[config.mk]
export PLATFORM = sky130hd
export DESIGN_NAME = usb_endpoint_mode_responder
export DESIGN_NICKNAME = d
export VERILOG_FILES = /design/src/rtl/usb_ep_pkg.sv /design/src/rtl/usb_endpoint_mode_responder.sv
export SDC_FILE = /design/constraint.sdc
export NUM_CORES = 1
export LEC_CHECK = 0
export BUFFER_PORTS_ARGS = -buffer_cell sky130_fd_sc_hd__buf_2
export CAP_MARGIN = 20
export CELL_PAD_IN_SITES_DETAIL_PLACEMENT = 0
export CELL_PAD_IN_SITES_GLOBAL_PLACEMENT = 1
export CORE_MARGIN = 2
export CORE_UTILIZATION = 41
export CTS_CLUSTER_DIAMETER = 50
export DETAILED_ROUTE_END_ITERATION = 8
export PLACE_DENSITY_LB_ADDON = 0.15
export SETUP_SLACK_MARGIN = 0.5
export SLEW_MARGIN = 5
export SYNTH_ARGS = -nofsm -noshare
export SYNTH_HDL_FRONTEND = slang
export SYNTH_SLANG_ARGS = --single-unit
[constraint.sdc]
create_clock -name mclk -period 5.85 [get_ports mclk]
set_input_delay 0.8775 -clock mclk [delete_from_list [all_inputs] [get_ports mclk]]
set_output_delay 0.8775 -clock mclk [all_outputs]
set_load 0.005 [all_outputs]
[src/rtl/usb_ep_pkg.sv]
package usb_ep_pkg;
  // APB register byte offsets
  localparam logic [7:0] OFF_INT_ENABLE  = 8'h00;  // Endpoint interrupt enables
  localparam logic [7:0] OFF_CTRL_MODE   = 8'h04;  // Control endpoint mode
  localparam logic [7:0] OFF_DATA_MODE   = 8'h08;  // Data endpoint mode, stall bit
  localparam logic [7:0] OFF_CTRL_COUNT  = 8'h0C;  // Control endpoint byte count
  localparam logic [7:0] OFF_DATA_COUNT  = 8'h10;  // Data endpoint byte count
  localparam logic [7:0] OFF_EVENT_STAT  = 8'h14;  // Last event flags, write one to clear

  // Field positions
  localparam int CTRL_IEN_BIT  = 0;
  localparam int DATA_IEN_LO   = 1;
  localparam int DATA_IEN_HI   = 2;
  localparam int STALL_BIT     = 7;
  localparam int COUNT_HI      = 3;

  // Reset values
  localparam logic [7:0] INT_ENABLE_RST = 8'h00;
  localparam logic [3:0] MODE_RST       = 4'h0;
  localparam logic [3:0] COUNT_RST      = 4'h0;
  localparam logic [1:0] DATA_IEN_ON    = 2'h1;

  // Mode codes
  typedef enum logic [3:0] {
    MODE_DISABLE    = 4'b0000,
    MODE_NAK_INOUT  = 4'b0001,
    MODE_STAT_OUT   = 4'b0010,
    MODE_STALL_IO   = 4'b0011,
    MODE_IGNORE_IO  = 4'b0100,
    MODE_RSVD_5     = 4'b0101,
    MODE_STAT_IN    = 4'b0110,
    MODE_RSVD_7     = 4'b0111,
    MODE_NAK_OUT    = 4'b1000,
    MODE_ACK_OUT    = 4'b1001,
    MODE_NAKOUT_SIN = 4'b1010,
    MODE_ACKOUT_NIN = 4'b1011,
    MODE_NAK_IN     = 4'b1100,
    MODE_ACK_IN     = 4'b1101,
    MODE_NAKIN_SOUT = 4'b1110,
    MODE_ACKIN_SOUT = 4'b1111
  } mode_e;

  // Token kinds from the token decoder
  typedef enum logic [1:0] {
    TOK_SETUP = 2'b00,
    TOK_IN    = 2'b01,
    TOK_OUT   = 2'b10,
    TOK_NONE  = 2'b11
  } token_e;

  // Handshake answer
  typedef enum logic [2:0] {
    RSP_IGNORE = 3'b000,
    RSP_ACK    = 3'b001,
    RSP_NAK    = 3'b010,
    RSP_STALL  = 3'b011,
    RSP_TXCNT  = 3'b100,
    RSP_TXZERO = 3'b101
  } resp_e;
endpackage

[src/rtl/usb_endpoint_mode_responder.sv]
// What this block does
// - Data endpoint interrupts on good OUT data
// - ACK OUT mode interrupts even on bad CRC
// - Data endpoint interrupts on NAK or STALL
// - Data endpoint interrupts on host IN ACK
// - Data interrupt passes only when enable equals one
// - Control endpoint interrupts on accepted SETUP
// - Control interrupts after zero-length status IN
// - Control interrupts on OUT data, ACK-OUT any
// - Control endpoint interrupts on NAK or STALL
// - Control interrupt passes only when bit0 set
// - Mode 0000 ignores all traffic
// - 0001 accepts SETUP; control SETUP ACK forces 0001
// - 1011 ACKs OUT then becomes 0001
// - 1001 ACK/STALL OUT, ACK gives 1000
// - 1000 NAKs OUT, ignores others
// - 1101 sends count or STALL, becomes 1100
// - 1100 NAKs IN, ignores others
// - 1111 sends count, IN ACK gives 1110
// - 1110 accepts SETUP, NAKs IN, checks OUT
// - Control-only modes 0010/0011/0100/0110 behave as coded
// - 1010 accepts SETUP, zero-length IN, NAKs OUT
// - Status check ACKs only zero-length DATA1
// - Stall bit is data mode bit 7
// - Byte count comes from count bits 3:0
// - Modes reset to 0000 and hold
`timescale 1ns/1ns
module usb_endpoint_mode_responder (
  // Clock and reset
  input  wire logic                  mclk,
  input  wire logic                  reset_n,
  // APB slave
  input  wire logic                  psel,
  input  wire logic                  penable,
  input  wire logic                  pwrite,
  input  wire logic [7:0]            paddr,
  input  wire logic [31:0]           pwdata,
  output logic      [31:0]           prdata,
  output logic                       pready,
  output logic                       pslverr,
  // Transaction events from the serial interface engine, one-cycle strobes
  input  wire logic                  tokValid,
  input  wire usb_ep_pkg::token_e    tokKind,
  input  wire logic                  tokEndpoint,
  input  wire logic                  dataDone,
  input  wire logic                  dataCrcOk,
  input  wire logic                  dataToggle,
  input  wire logic                  dataZeroLen,
  input  wire logic                  hostAck,
  // Answer to the engine
  output usb_ep_pkg::resp_e          respCode,
  output logic      [3:0]            respCount,
  output logic                       respValid,
  // Interrupt requests
  output logic                       ctrlIrq,
  output logic                       dataIrq
);
  import usb_ep_pkg::*;

  // Software registers
  logic [7:0]  intEnable_q;      // Bit 0 control, bits 2:1 data
  logic [3:0]  ctrlMode_q;       // Control endpoint mode
  logic [3:0]  dataMode_q;       // Data endpoint mode
  logic        dataStall_q;      // Data endpoint stall bit
  logic [3:0]  ctrlCount_q;      // Control byte count
  logic [3:0]  dataCount_q;      // Data byte count
  logic [3:0]  lastEvent_q;      // Raw event flags per endpoint, for status

  // Transaction context held from token to completion
  logic        busy_q;           // A transaction is open
  logic        curEp_q;          // 1 = data endpoint
  token_e      curTok_q;         // Token of the open transaction
  resp_e       curResp_q;        // Answer chosen for the token

  // Combinational answer
  resp_e       tokResp;
  logic [3:0]  selMode;
  logic        selStall;

  // Event and mode update terms
  logic        ctrlEvt;
  logic        dataEvt;
  logic        ackDone;          // Handshake ACK finished this transaction
  logic        apbWr;
  logic        apbRd;

  assign selMode  = tokEndpoint ? dataMode_q : ctrlMode_q;
  assign selStall = tokEndpoint & dataStall_q;

  // Response decode for the incoming token
  always_comb begin
    tokResp = RSP_IGNORE;
    case (mode_e'(selMode))
      MODE_DISABLE:    tokResp = RSP_IGNORE;
      MODE_NAK_INOUT:  tokResp = (tokKind == TOK_SETUP) ? RSP_ACK : RSP_NAK;
      MODE_STAT_OUT:   tokResp = (tokKind == TOK_IN) ? RSP_STALL : RSP_ACK;
      MODE_STALL_IO:   tokResp = (tokKind == TOK_SETUP) ? RSP_ACK : RSP_STALL;
      MODE_IGNORE_IO:  tokResp = (tokKind == TOK_SETUP) ? RSP_ACK : RSP_IGNORE;
      MODE_STAT_IN: begin
        case (tokKind)
          TOK_SETUP: tokResp = RSP_ACK;
          TOK_IN:    tokResp = RSP_TXZERO;
          default:   tokResp = RSP_STALL;
        endcase
      end
      MODE_NAK_OUT:    tokResp = (tokKind == TOK_OUT) ? RSP_NAK : RSP_IGNORE;
      MODE_ACK_OUT: begin
        if (tokKind == TOK_OUT) begin
          tokResp = selStall ? RSP_STALL : RSP_ACK;
        end else begin
          tokResp = RSP_IGNORE;
        end
      end
      MODE_NAKOUT_SIN: begin
        case (tokKind)
          TOK_SETUP: tokResp = RSP_ACK;
          TOK_IN:    tokResp = RSP_TXZERO;
          default:   tokResp = RSP_NAK;
        endcase
      end
      MODE_ACKOUT_NIN: tokResp = (tokKind == TOK_IN) ? RSP_NAK : RSP_ACK;
      MODE_NAK_IN:     tokResp = (tokKind == TOK_IN) ? RSP_NAK : RSP_IGNORE;
      MODE_ACK_IN: begin
        if (tokKind == TOK_IN) begin
          tokResp = selStall ? RSP_STALL : RSP_TXCNT;
        end else begin
          tokResp = RSP_IGNORE;
        end
      end
      MODE_NAKIN_SOUT: tokResp = (tokKind == TOK_IN) ? RSP_NAK : RSP_ACK;
      MODE_ACKIN_SOUT: tokResp = (tokKind == TOK_IN) ? RSP_TXCNT : RSP_ACK;
      default:         tokResp = RSP_IGNORE;  // Reserved codes stay silent
    endcase
  end

  // Answer strobe toward the engine, one cycle after the token
  always_ff @(posedge mclk or negedge reset_n) begin
    if (!reset_n) begin
      respValid <= 1'b0;
      respCode  <= RSP_IGNORE;
      respCount <= COUNT_RST;
    end else begin
      respValid <= tokValid && tokKind != TOK_NONE;
      if (tokValid) begin
        respCode  <= tokResp;
        respCount <= tokEndpoint ? dataCount_q[COUNT_HI:0] : ctrlCount_q[COUNT_HI:0];
      end
    end
  end

  // Transaction context
  always_ff @(posedge mclk or negedge reset_n) begin
    if (!reset_n) begin
      busy_q    <= 1'b0;
      curEp_q   <= 1'b0;
      curTok_q  <= TOK_NONE;
      curResp_q <= RSP_IGNORE;
    end else if (tokValid && tokKind != TOK_NONE) begin
      busy_q    <= tokResp != RSP_IGNORE;
      curEp_q   <= tokEndpoint;
      curTok_q  <= tokKind;
      curResp_q <= tokResp;
    end else if (dataDone || hostAck) begin
      busy_q    <= 1'b0;   // Transaction closed by its data or handshake
    end
  end

  // Completion classification; NAK and STALL end at the token
  logic        nakStallNow;
  logic        outAckable;
  logic        ackOutMode;
  logic [3:0]  curMode;
  assign curMode     = curEp_q ? dataMode_q : ctrlMode_q;
  assign nakStallNow = respValid && (respCode == RSP_NAK || respCode == RSP_STALL)
                       && curTok_q != TOK_SETUP;
  assign ackOutMode  = curMode == MODE_ACK_OUT || curMode == MODE_ACKOUT_NIN;
  // Status-check modes ACK only zero-length DATA1 with good CRC; SETUP data is never checked
  always_comb begin
    outAckable = dataCrcOk;
    if (curTok_q == TOK_OUT &&
        (curMode == MODE_STAT_OUT || curMode == MODE_NAKIN_SOUT || curMode == MODE_ACKIN_SOUT)) begin
      outAckable = dataCrcOk && dataZeroLen && dataToggle;
    end
  end
  assign ackDone = busy_q && (
                   (dataDone && curTok_q != TOK_IN && curResp_q == RSP_ACK && outAckable) ||
                   (hostAck && curTok_q == TOK_IN &&
                    (curResp_q == RSP_TXCNT || curResp_q == RSP_TXZERO)));

  // Engine mode rewrite after an ACKed transaction, shared by both endpoints
  logic [3:0]  ackMode;          // Mode the engine writes back
  logic        ackRewrite;       // A rewrite is due this cycle
  always_comb begin
    ackMode    = curMode;
    ackRewrite = 1'b0;
    if (ackDone) begin
      if (curTok_q == TOK_SETUP) begin
        // Only the control endpoint drops back to NAKing after a SETUP
        ackRewrite = !curEp_q && curMode != MODE_DISABLE;
        ackMode    = MODE_NAK_INOUT;
      end else if (curTok_q == TOK_OUT && curMode == MODE_ACKOUT_NIN) begin
        ackRewrite = 1'b1;
        ackMode    = MODE_NAK_INOUT;
      end else if (curTok_q == TOK_OUT && curMode == MODE_ACK_OUT) begin
        ackRewrite = 1'b1;
        ackMode    = MODE_NAK_OUT;
      end else if (curTok_q == TOK_IN && curMode == MODE_ACK_IN) begin
        ackRewrite = 1'b1;
        ackMode    = MODE_NAK_IN;
      end else if (curTok_q == TOK_IN && curMode == MODE_ACKIN_SOUT) begin
        ackRewrite = 1'b1;
        ackMode    = MODE_NAKIN_SOUT;
      end
    end
  end

  // Raw interrupt events
  always_comb begin
    ctrlEvt = 1'b0;
    dataEvt = 1'b0;
    if (nakStallNow) begin
      ctrlEvt = !curEp_q;
      dataEvt = curEp_q;
    end
    if (busy_q && dataDone && curTok_q == TOK_SETUP && !curEp_q) begin
      ctrlEvt = 1'b1;
    end
    if (busy_q && dataDone && curTok_q == TOK_OUT && curResp_q == RSP_ACK) begin
      // A failed status check is not valid data, so it raises nothing
      if (outAckable || ackOutMode) begin
        ctrlEvt = ctrlEvt | !curEp_q;
        dataEvt = dataEvt | curEp_q;
      end
    end
    if (busy_q && hostAck && curTok_q == TOK_IN) begin
      ctrlEvt = ctrlEvt | (!curEp_q && curResp_q == RSP_TXZERO);
      dataEvt = dataEvt | (curEp_q && (curResp_q == RSP_TXCNT || curResp_q == RSP_TXZERO));
    end
  end

  // Gated one-cycle interrupt pulses
  always_ff @(posedge mclk or negedge reset_n) begin
    if (!reset_n) begin
      ctrlIrq <= 1'b0;
      dataIrq <= 1'b0;
    end else begin
      ctrlIrq <= ctrlEvt && intEnable_q[CTRL_IEN_BIT];
      dataIrq <= dataEvt && intEnable_q[DATA_IEN_HI:DATA_IEN_LO] == DATA_IEN_ON;
    end
  end

  // Sticky raw event record for software; an event beats a clearing write
  always_ff @(posedge mclk or negedge reset_n) begin
    if (!reset_n) begin
      lastEvent_q <= 4'h0;
    end else begin
      if (apbWr && paddr == OFF_EVENT_STAT) begin
        lastEvent_q <= lastEvent_q & ~pwdata[3:0];
      end
      if (ctrlEvt) begin
        lastEvent_q[0] <= 1'b1;
      end
      if (dataEvt) begin
        lastEvent_q[1] <= 1'b1;
      end
    end
  end

  // APB decode; zero wait states
  assign apbWr   = psel && penable && pwrite;
  assign apbRd   = psel && penable && !pwrite;
  assign pready  = 1'b1;
  assign pslverr = psel && penable && !(paddr == OFF_INT_ENABLE || paddr == OFF_CTRL_MODE ||
                   paddr == OFF_DATA_MODE || paddr == OFF_CTRL_COUNT ||
                   paddr == OFF_DATA_COUNT || paddr == OFF_EVENT_STAT);

  // Enable and count registers
  always_ff @(posedge mclk or negedge reset_n) begin
    if (!reset_n) begin
      intEnable_q <= INT_ENABLE_RST;
      ctrlCount_q <= COUNT_RST;
      dataCount_q <= COUNT_RST;
    end else if (apbWr) begin
      if (paddr == OFF_INT_ENABLE) begin
        intEnable_q <= {5'h00, pwdata[2:0]};  // Bits 7:3 reserved
      end
      if (paddr == OFF_CTRL_COUNT) begin
        ctrlCount_q <= pwdata[3:0];
      end
      if (paddr == OFF_DATA_COUNT) begin
        dataCount_q <= pwdata[3:0];
      end
    end
  end

  // Control endpoint mode; engine rewrite comes last so it wins over a same-cycle write,
  // while a write with no rewrite due is never lost
  always_ff @(posedge mclk or negedge reset_n) begin
    if (!reset_n) begin
      ctrlMode_q <= MODE_RST;
    end else begin
      if (apbWr && paddr == OFF_CTRL_MODE) begin
        ctrlMode_q <= pwdata[3:0];
      end
      if (ackRewrite && !curEp_q) begin
        ctrlMode_q <= ackMode;
      end
    end
  end

  // Data endpoint mode and stall bit; same priority as the control mode
  always_ff @(posedge mclk or negedge reset_n) begin
    if (!reset_n) begin
      dataMode_q  <= MODE_RST;
      dataStall_q <= 1'b0;
    end else begin
      if (apbWr && paddr == OFF_DATA_MODE) begin
        dataMode_q  <= pwdata[3:0];
        dataStall_q <= pwdata[STALL_BIT];
      end
      if (ackRewrite && curEp_q) begin
        dataMode_q <= ackMode;
      end
    end
  end

  // Read data mux, registered
  always_ff @(posedge mclk or negedge reset_n) begin
    if (!reset_n) begin
      prdata <= 32'h0000_0000;
    end else if (psel && !penable && !pwrite) begin
      case (paddr)
        OFF_INT_ENABLE: prdata <= {24'h00_0000, intEnable_q};
        OFF_CTRL_MODE:  prdata <= {28'h000_0000, ctrlMode_q};
        OFF_DATA_MODE:  prdata <= {24'h00_0000, dataStall_q, 3'h0, dataMode_q};
        OFF_CTRL_COUNT: prdata <= {28'h000_0000, ctrlCount_q};
        OFF_DATA_COUNT: prdata <= {28'h000_0000, dataCount_q};
        OFF_EVENT_STAT: prdata <= {28'h000_0000, lastEvent_q};
        default:        prdata <= 32'h0000_0000;
      endcase
    end
  end

  // Checks
  disabled_silent_a: assert property (@(posedge mclk) disable iff (!reset_n)
    (tokValid && tokKind != TOK_NONE && selMode == MODE_DISABLE) |=> respCode == RSP_IGNORE)
    else $error("disabled endpoint answered");
  mode_reset_a: assert property (@(posedge mclk) disable iff (!reset_n)
    (ctrlMode_q == MODE_DISABLE && !(apbWr && paddr == OFF_CTRL_MODE)) |=> ctrlMode_q == MODE_DISABLE)
    else $error("disabled mode left without write");
  ctrl_gate_a: assert property (@(posedge mclk) disable iff (!reset_n)
    ctrlIrq |-> $past(intEnable_q[0]) && $past(ctrlEvt))
    else $error("control irq without enable");
  data_gate_a: assert property (@(posedge mclk) disable iff (!reset_n)
    (dataEvt && intEnable_q[2:1] == 2'h1) |=> dataIrq)
    else $error("data irq not raised");
  irq_pulse_a: assert property (@(posedge mclk) disable iff (!reset_n)
    dataIrq |=> !dataIrq || $past(dataEvt))
    else $error("data irq held");
  nak_irq_a: assert property (@(posedge mclk) disable iff (!reset_n)
    (respValid && respCode inside {RSP_NAK, RSP_STALL} && curEp_q && intEnable_q[2:1] == 2'h1) |=> dataIrq)
    else $error("nak without data irq");
  ctrl_nak_a: assert property (@(posedge mclk) disable iff (!reset_n)
    (respValid && respCode inside {RSP_NAK, RSP_STALL} && !curEp_q && intEnable_q[0]) |=> ctrlIrq)
    else $error("nak without control irq");
  status_in_a: assert property (@(posedge mclk) disable iff (!reset_n)
    (busy_q && hostAck && curTok_q == TOK_IN && !curEp_q && curResp_q == RSP_TXZERO && intEnable_q[0]) |=> ctrlIrq)
    else $error("status in without control irq");
  ctrl_ackout_a: assert property (@(posedge mclk) disable iff (!reset_n)
    (ackDone && !curEp_q && curTok_q == TOK_OUT && ctrlMode_q == MODE_ACK_OUT) |=> ctrlMode_q == MODE_NAK_OUT)
    else $error("control 1001 did not become 1000");
  ackout_next_a: assert property (@(posedge mclk) disable iff (!reset_n)
    (ackDone && curEp_q && dataMode_q == MODE_ACK_OUT) |=> dataMode_q == MODE_NAK_OUT)
    else $error("1001 did not become 1000");
  ackin_next_a: assert property (@(posedge mclk) disable iff (!reset_n)
    (ackDone && curEp_q && dataMode_q == MODE_ACK_IN) |=> dataMode_q == MODE_NAK_IN)
    else $error("1101 did not become 1100");
  setup_nak_a: assert property (@(posedge mclk) disable iff (!reset_n)
    (ackDone && !curEp_q && curTok_q == TOK_SETUP && ctrlMode_q != 4'h0) |=> ctrlMode_q == 4'h1)
    else $error("setup did not force 0001");
  stall_in_a: assert property (@(posedge mclk) disable iff (!reset_n)
    (tokValid && tokKind == TOK_IN && tokEndpoint && dataMode_q == 4'hD && dataStall_q)
    |=> respCode == RSP_STALL)
    else $error("stall bit ignored");
  cov_setup_c: cover property (@(posedge mclk) ctrlIrq && curTok_q == TOK_SETUP);
  cov_in_ack_c: cover property (@(posedge mclk) dataIrq && curTok_q == TOK_IN);
  cov_stall_c: cover property (@(posedge mclk) respValid && respCode == RSP_STALL);
endmodule // usb_endpoint_mode_responder

**Word-level counts from Yosys, hierarchy flattened**

Index checks and enable logic that the tools add are counted.

- ROM bits: 0
- Register bits after elaboration: 73
- Latch bits: 0
- Logic and storage cells: 182
- Bits in writable memories: 0
- Memories: 0
- Output and inout port bits: 44

- Multiplexer cells: 50
- $lt $le $gt $ge: 0
- Reduce and logical (&&, ||, !) cells: 70
- Add/subtract/negate cells: 0
- Bitwise logic cells: 7
- Div/mod/pow operators: 0
- Equality and inequality tests: 36
- Shift operators: 0
- Multiply operators: 0

Operator list:

| operator | count |
|---|---|
| $eq 4x4->1 const B | 13 |
| $mux 4 | 13 |
| $pmux 8 s6 | 1 |
| $logic_and 1x1->1 | 38 |
| $pmux 3 s12 | 1 |
| $mux 1 | 21 |
| $mux 2 | 9 |
| $eq 8x4->1 const B | 2 |
| $eq 8x5->1 const B | 2 |
| $logic_or 1x1->1 | 13 |
| $eq 4x2->1 const B | 3 |
| $pmux 3 s2 | 2 |
| $reduce_bool 2->1 | 6 |
| $mux 3 | 3 |
| $eq 4x3->1 const B | 2 |
| $eq 8x3->1 const B | 1 |
| $logic_not 8->1 | 1 |
| $eq 2x1->1 const B | 3 |
| $eq 3x2->1 const B | 2 |
| $eq 3x3->1 const B | 2 |
| $reduce_and 2->1 | 3 |
| $and 4x4->4 | 1 |
| $eq 2x2->1 const B | 2 |
| $eq 4x1->1 const B | 1 |
| 11 further kinds | 18 |

**Logic depth before layout (Yosys ltp)**

Gate-level depths: netlist of run 1.

- Word-level depth: 12
- Depth in mapped cells: 8
- Mapped depth without buffers: 6

**Worst setup path before layout of run 1**

OpenSTA, ideal clock, no wires.

- Path kind: input port to flip-flop
- Start point: in paddr[1]
- End point: reg dataMode_q[0]
- Required time: 5.725 ns
- Library setup time: 0.125 ns
- Path slack: 2.954 ns
- Data arrival time: 2.771 ns
- Stages on the path: 8
- Cell sequence: or4_1 nor2_2 and3_1 buf_2 nor2b_1 buf_2 mux2_2 mux2_4

- Cells in the longest elaborated chain, start to end: 3

RTL lines:

| element | RTL line | source |
|---|---|---|
| from (decl) | usb_endpoint_mode_responder.sv:36 | `input wire logic [7:0] paddr,` |
| $eq 8x4->1 | usb_endpoint_mode_responder.sv:317 | `if (apbWr && paddr == OFF_DATA_MODE) begin` |
| $logic_and 1x1->1 | usb_endpoint_mode_responder.sv:317 |  |
| $reduce_bool 2->1 (no source line) | -- |  |
| to (signal assigned) | usb_endpoint_mode_responder.sv:318 | `dataMode_q <= pwdata[3:0];` |
| to (signal assigned) | usb_endpoint_mode_responder.sv:322 | `dataMode_q <= ackMode;` |
| to (decl) | usb_endpoint_mode_responder.sv:63 | `logic [3:0] dataMode_q;` |

No other way between the ends.
A chain may end at the register's enable or synchronous reset.

**Worst setup path in the final report of run 1**

Same ends and word-level chain as after synthesis.

==> results of run 1 <==
layer usage:
| metal | global-route usage | vias to the layer above | wire [um] |
|---|---|---|---|
| li1 | - | 1151 | - |
| met1 | 0.278 | 1171 | 3290 |
| met2 | 0.288 | 75 | 3230 |
| met3 | 0.0305 | 8 | 314 |
| met4 | 0.0597 | 0 | 117 |
| met5 | 0 | - | 0 |
area by class of cell:
type	instances	area, um2	area share
multi-input cells	249	1600	0.496
flip-flops and latches	46	1150	0.357
repair buffers	43	230	0.0713
well taps	96	120	0.0372
clock buffers	7	86.3	0.0267
inverters	8	30.0	0.00930
clock inverters	1	8.76	0.00271
logic make-up after synthesis:
family,synth area share
and+or+nand+nor,0.206
other,0.00254
muxes,0.167
AOI/OAI and AO/OA,0.132
buffers and inverters,0.102
DFF,0.390
cell usage after synthesis (2+ instances only):
| library cell | instances | area [um2] |
|---|---|---|
| nor4_1 | 2 | 12.5 |
| a211oi_1 | 2 | 15.0 |
| mux2_2 | 16 | 180 |
| nor3b_1 | 6 | 45.0 |
| a32o_1 | 2 | 20.0 |
| dfrtp_1 | 44 | 1100 |
| or4_1 | 3 | 22.5 |
| conb_1 | 2 | 7.51 |
| buf_4 | 29 | 218 |
| nand3b_1 | 3 | 22.5 |
| a31oi_1 | 4 | 25.0 |
| nand4b_1 | 3 | 26.3 |
| nor2_1 | 24 | 90.1 |
| dfstp_2 | 2 | 52.6 |
| buf_2 | 4 | 20.0 |
| nand3_1 | 6 | 30.0 |
| o21ai_1 | 2 | 10.0 |
| nor4_2 | 2 | 25.0 |
| a21oi_1 | 20 | 100 |
| mux4_2 | 3 | 67.6 |
| mux2i_1 | 23 | 230 |
| buf_1 | 2 | 7.51 |
| a22o_1 | 5 | 43.8 |
| o21ai_0 | 22 | 110 |
| and3_1 | 4 | 25.0 |
| inv_1 | 8 | 30.0 |
| a21boi_0 | 2 | 15.0 |
| nand2b_1 | 6 | 37.5 |
| nor3_1 | 6 | 30.0 |
| nor2b_1 | 6 | 37.5 |
| nand2_1 | 30 | 113 |
| clkbuf_1 | 7 | 26.3 |
report_power, final:
| group | switching (mW) | total (mW) | internal [mW] |
|---|---|---|---|
| registers | 0.0148 | 0.345 | 0.330 |
| clock network | 0.112 | 0.210 | 0.0978 |
| logic | 0.0463 | 0.0776 | 0.0313 |
registers in the layout (all words and copies together) (netlist names), 2 cells and up:
register,count
ctrlMode_q,4
respCount,4
dataMode_q,4
lastEvent_q,4
intEnable_q,3
ctrlCount_q,4
dataCount_q,4
curTok_q,2
respCode,3
curResp_q,3
prdata,5
through the flow:
step	instance area, um2	util	instances
detailed placement	3110	0.453	441
finish	3230	0.470	450
global placement	3110	0.453	441
floorplan	3060	-	345
CTS	3210	0.467	449
global route	3230	0.470	450
worst min path at each step:
stage | cells after the start | slack [ps] | end | startpoint
after floorplan | 1 | 420 | dataIrq | intEnable_q[2]
after global placement | 2 | 460 | prdata[3] | prdata[3]
after detailed placement | 2 | 460 | prdata[7] | prdata[7]
after CTS | 2 | 490 | prdata[7] | prdata[7]
after global routing | 1 | 410 | respCode[2] | reset_n
final | 1 | 410 | respCode[0] | reset_n
==> flow_metrics.py, run 1 <==
metrics = {
    "floorplanning": {
        "rows": 30,
        "core_area_um2": 6870,
        "num_io_pins": 98,
        "die_x_um": 88.9,
        "die-area_um2": 7910,
        "start_util": 0.431,
        "chipHeight_um": 88.9,
    },
    "worst_setup_path": {
        "worstSetupEndpoint": "dataMode_q[0]",
        "path_cells": "buf_2 -> or4_1 -> nor2_2 -> and3_1 -> nor2b_1 -> mux2_2 -> mux2_4",
        "r2r_start": "curEp_q",
        "crit_type": "input port to flip-flop",
        "r2r_end": "dataMode_q[0]",
        "required_ps": 6040,
        "critPathBufInv": 1,
        "cp.depth": 7,
        "critPathMaxFanout": 6,
        "cp-end-kind": "flip-flop",
        "crit_arrival_ps": 3270,
        "cp-start-kind": "input port",
        "rrSetupSlack_ps": 3280,
        "cp_top_family": "simple AND/OR/NAND/NOR gates",
        "crit_slowest_cell": "or4_1",
        "critPathLaunch": "paddr[1]",
        "r2r.worst_path.cells": 6,
        "critPathMaxStageDelay_ps": 590,
    },
    "grt": {
        "grt_first_pass_wirelength_um": 11400,
        "globalRouteOverflowTotal": 0,
        "gr-usage-all-layers": 0.189,
        "grt_max_degree": 47,
        "grt_pass1_vias": 2198,
        "antenna_found_initial": 0,
    },
    "sta": {
        "timing_hold_violations_final": 0,
        "fin_tns_setup_ps": 0,
        "timing.final.ws_setup_ps": 2770,
        "rsz0062_at_grt": "false",
        "fmax_mhz": 324,
        "slew_viol_final": 0,
        "finalCritPeriodShare": 0.527,
        "tightestPinTransition_ps": 874,
        "slew_headroom": 0.412,
        "holdWs_ps": 412,
        "finalWorstPathRequiredPeriod_ps": 3080,
        "fin_skew_ps": 7.33,
        "finalSetupViolations": 0,
    },
    "placement": {
        "post-place-ws_ps": 2440,
        "gp_congestion": 0.800,
        "io_buffers": 42,
        "hpwlAfterDp_um": 5220,
    },
    "synthesis": {
        "synth.distinct_cells": 51,
        "yosysSeqAreaShare": 0.390,
        "avgSynthCellArea_um2": 9.27,
        "synth_seq_cells": 46,
        "synth_edf_count": 0,
        "yosys_most_used_dff": "dfrtp_1",
        "syn_inst": 319,
        "synthArstFlopShare": 1.00,
        "yosys_warnings": 0,
        "synth_area_um2": 2960,
    },
    "worst_hold_path": {
        "min_path_type": "input port to asynchronous set/reset pin",
    },
    "routing": {
        "routedWlPerCell_um": 15.4,
        "drtIter0Drc": 129,
        "viasPerCell": 5.34,
        "routed_wl_um": 6950,
        "firstDrtPassIters": 4,
        "vias": 2405,
        "ant_nets": 0,
        "drc": 0,
    },
    "power": {
        "powerDensity_nw_per_um2": 196,
        "total_power_mw": 0.633,
        "vdd_drop_max_v": 0.0000894,
        "power.leakage_nw": 1.49,
    },
    "clock_tree": {
        "cts-buffers-inserted": 5,
        "clk_latency_ps": 300,
        "post_cts_buffers": 0,
        "clkTransAtPathRegs_ps": 90,
        "holdBufCountCts": 0,
        "htree_levels": 2,
        "clock_path_buffers": 2,
        "cts-resized-gates": 0,
        "tritoncts": "yes",
        "cts.sinks": 46,
        "clock-root-buffer": "clkbuf_8",
    },
    "layout": {
        "syn2layout_area_growth_pct": 9.18,
        "antenna_cells": 0,
        "layout_commonest_cell": "dfrtp_1",
        "layout_common_cells": "dfrtp_1 (44), buf_2 (42), nand2_1 (30), conb_1 (28), nor2_1 (24)",
        "final_layout_size_suffix_gt1_frac": 0.223,
        "fin_nets": 407,
        "fill_cells": 696,
    },
    "run_status": {
        "status": "finished clean",
    },
    "job": {
        "max-cap-violations": 0,
    },
}
No activity file was read; power rests on OpenSTA's default activity.
==> inputs of run 2 (changes only) <==
--- a/config.mk
+++ b/config.mk
@@ -10,7 +10,7 @@
 export CELL_PAD_IN_SITES_DETAIL_PLACEMENT = 0
 export CELL_PAD_IN_SITES_GLOBAL_PLACEMENT = 1
 export CORE_MARGIN = 2
-export CORE_UTILIZATION = 41
+export CORE_UTILIZATION = 34
 export CTS_CLUSTER_DIAMETER = 50
 export DETAILED_ROUTE_END_ITERATION = 8
 export PLACE_DENSITY_LB_ADDON = 0.15
==> constraint.sdc (replaced) <==
create_clock -name mclk -period 2.51 [get_ports mclk]
set_input_delay 0.3765 -clock mclk [delete_from_list [all_inputs] [get_ports mclk]]
set_output_delay 0.3765 -clock mclk [all_outputs]
set_load 0.005 [all_outputs]
==> run 2 against run 1 <==
Compared with the run above: critical path depth fell by 1; non-clock buffer count increased by 27; power is 130% higher; cell count up 8.7%; clock skew is 4.5 ps higher; die area is 20% higher; critical path type is now flip-flop to flip-flop; global-route usage shrank 2.8 points; utilization is 6.1 points lower; register-to-register slack worse by 3000 ps; flip-flop and latch count unchanged.
==> flow_metrics.py, run 2 (synthesis gave the netlist of run 1 again) <==
metrics = {
    "sta": {
        "fin_skew_ps": 11.8,
        "finalSetupViolations": 0,
        "fmax_mhz": 439,
        "holdWs_ps": 86.8,
        "finalCritPeriodShare": 0.907,
        "finalWorstPathRequiredPeriod_ps": 2280,
        "fin_tns_setup_ps": 0,
        "tightestPinTransition_ps": 643,
        "rsz0062_at_grt": "true",
        "timing_hold_violations_final": 0,
        "timing.final.ws_setup_ps": 233,
        "slew_headroom": 0.571,
        "slew_viol_final": 0,
    },
    "placement": {
        "post_dp_cell_area_um2": 3320,
        "hpwlAfterDp_um": 5690,
        "io_buffers": 42,
        "gp_congestion": 0.799,
        "placedCellCount": 474,
        "post-place-ws_ps": 115,
    },
    "power": {
        "power.leakage_nw": 1.64,
        "total_power_mw": 1.48,
        "powerDensity_nw_per_um2": 419,
        "vdd_drop_max_v": 0.000228,
    },
    "floorplanning": {
        "core_area_um2": 8590,
        "rows": 34,
        "num_io_pins": 98,
        "die-area_um2": 9460,
        "start_util": 0.344,
        "die_x_um": 97.3,
        "chipHeight_um": 97.3,
    },
    "worst_setup_path": {
        "rrSetupSlack_ps": 230,
        "required_ps": 2690,
        "critPathMaxFanout": 4,
        "critPathMaxStageDelay_ps": 460,
        "path_cells": "mux2_4 -> or4b_1 -> a211o_1 -> a31oi_4 -> nor3b_4 -> mux2_4",
        "cp-start-kind": "flip-flop",
        "crit_slowest_cell": "or4b_1",
        "critPathMostFrequentCell": "mux2_4",
        "crit_arrival_ps": 2460,
        "cp-end-kind": "flip-flop",
        "crit_type": "flip-flop to flip-flop",
    },
    "routing": {
        "ant_nets": 0,
        "drtIter0Drc": 77,
        "routedWlPerCell_um": 15.4,
        "vias": 2470,
        "drc": 0,
        "viasPerCell": 5.05,
        "routed_wl_um": 7510,
        "firstDrtPassIters": 4,
    },
    "worst_hold_path": {
        "min_path_type": "input port to asynchronous set/reset pin",
    },
    "clock_tree": {
        "clock-root-buffer": "clkbuf_8",
        "clk_latency_ps": 300,
        "tritoncts": "yes",
        "cts.sinks": 46,
        "clock_path_buffers": 2,
        "htree_levels": 2,
        "cts-buffers-inserted": 5,
        "clkTransAtPathRegs_ps": 90,
    },
    "layout": {
        "fin_area_um2": 3520,
        "fin_nets": 434,
        "layout_commonest_cell": "dfrtp_1",
        "syn2layout_area_growth_pct": 18.9,
        "antenna_cells": 0,
        "final_util": 0.409,
        "final_cell_count_no_fill": 489,
        "layout_common_cells": "dfrtp_1 (43), buf_2 (42), nand2_1 (29), conb_1 (28), buf_4 (26)",
        "largest_reg_flops": 5,
        "largest_register": "prdata",
        "final_layout_size_suffix_gt1_frac": 0.315,
    },
    "run_status": {
        "status": "finished clean",
    },
    "grt": {
        "grt_pass1_vias": 2382,
        "antenna_found_initial": 0,
        "globalRouteOverflowTotal": 0,
        "grt_max_degree": 28,
        "gr-usage-all-layers": 0.162,
        "grt_first_pass_wirelength_um": 12300,
    },
    "job": {
        "max-cap-violations": 0,
    },
}
## run 2: cell count changes in the layout (fill, tap and decap cells not counted), moves of 2 or more
| cell | change |
|---|---|
| buf_4 | +26 |
| nor3b_1 | -2 |
| o21ai_0 | -2 |
| buf_6 | +2 |
| mux2_2 | -2 |
| mux2_4 | +2 |
## run 2: cell type report
class                   instances  area (um2)
well taps                     108         135
multi-input cells             249        1680
clock buffers                   6        72.6
clock inverters                 2        13.8
inverters                       8        30.0
flip-flops and latches         46        1150
fillers                       905        5080
repair buffers                 70         428
## run 2: metal layers
| metal | global-route usage | wire length (um) | vias to the layer above | share of wire |
|---|---|---|---|---|
| met5 | 0 | 0 | - | 0 |
| met4 | 0.0491 | 159 | 0 | 0.021 |
| met3 | 0.0237 | 217 | 12 | 0.029 |
| met2 | 0.257 | 3470 | 56 | 0.46 |
| met1 | 0.229 | 3660 | 1197 | 0.49 |
| li1 | - | - | 1205 | - |
## run 2: where the power goes
part / switching [mW] / total [mW] / leakage (nW) / internal [mW]
Combinational: 0.129 / 0.221 / 0.986 / 0.0922
Clock: 0.260 / 0.457 / 0.0452 / 0.197
Sequential: 0.0275 / 0.798 / 0.613 / 0.770
Total: 0.416 / 1.48 / 1.64 / 1.06
## run 2: what timing repair did
item | CTS | global route
setup buffers | 4 | 3
hold buffers | 0 | 0
pin swaps | 4 | 11
setup endpoints to repair | 12 | 16
gates resized for setup | 4 | 12
## run 2: worst max-delay path, delay by kind of cell, from the launching register on
kind / cells / cell delay [ps]
flip-flops: 1 / 430
multiplexers: 2 / 620
AO/OA/AOI/OAI: 2 / 570
AND/OR/NAND/NOR: 2 / 530
## run 2: final timing paths
path / startpoint / cells after the start / to
worst max register to register: curEp_q / 6 / dataMode_q[0]
max in group asynchronous: reset_n / 2 / lastEvent_q[0]
min in group mclk: pwdata[7] / 2 / dataStall_q
worst max-delay path: curEp_q / 6 / dataMode_q[0]
worst min register to register: prdata[7] / 2 / prdata[7]
worst min-delay path: reset_n / 1 / respCode[2]
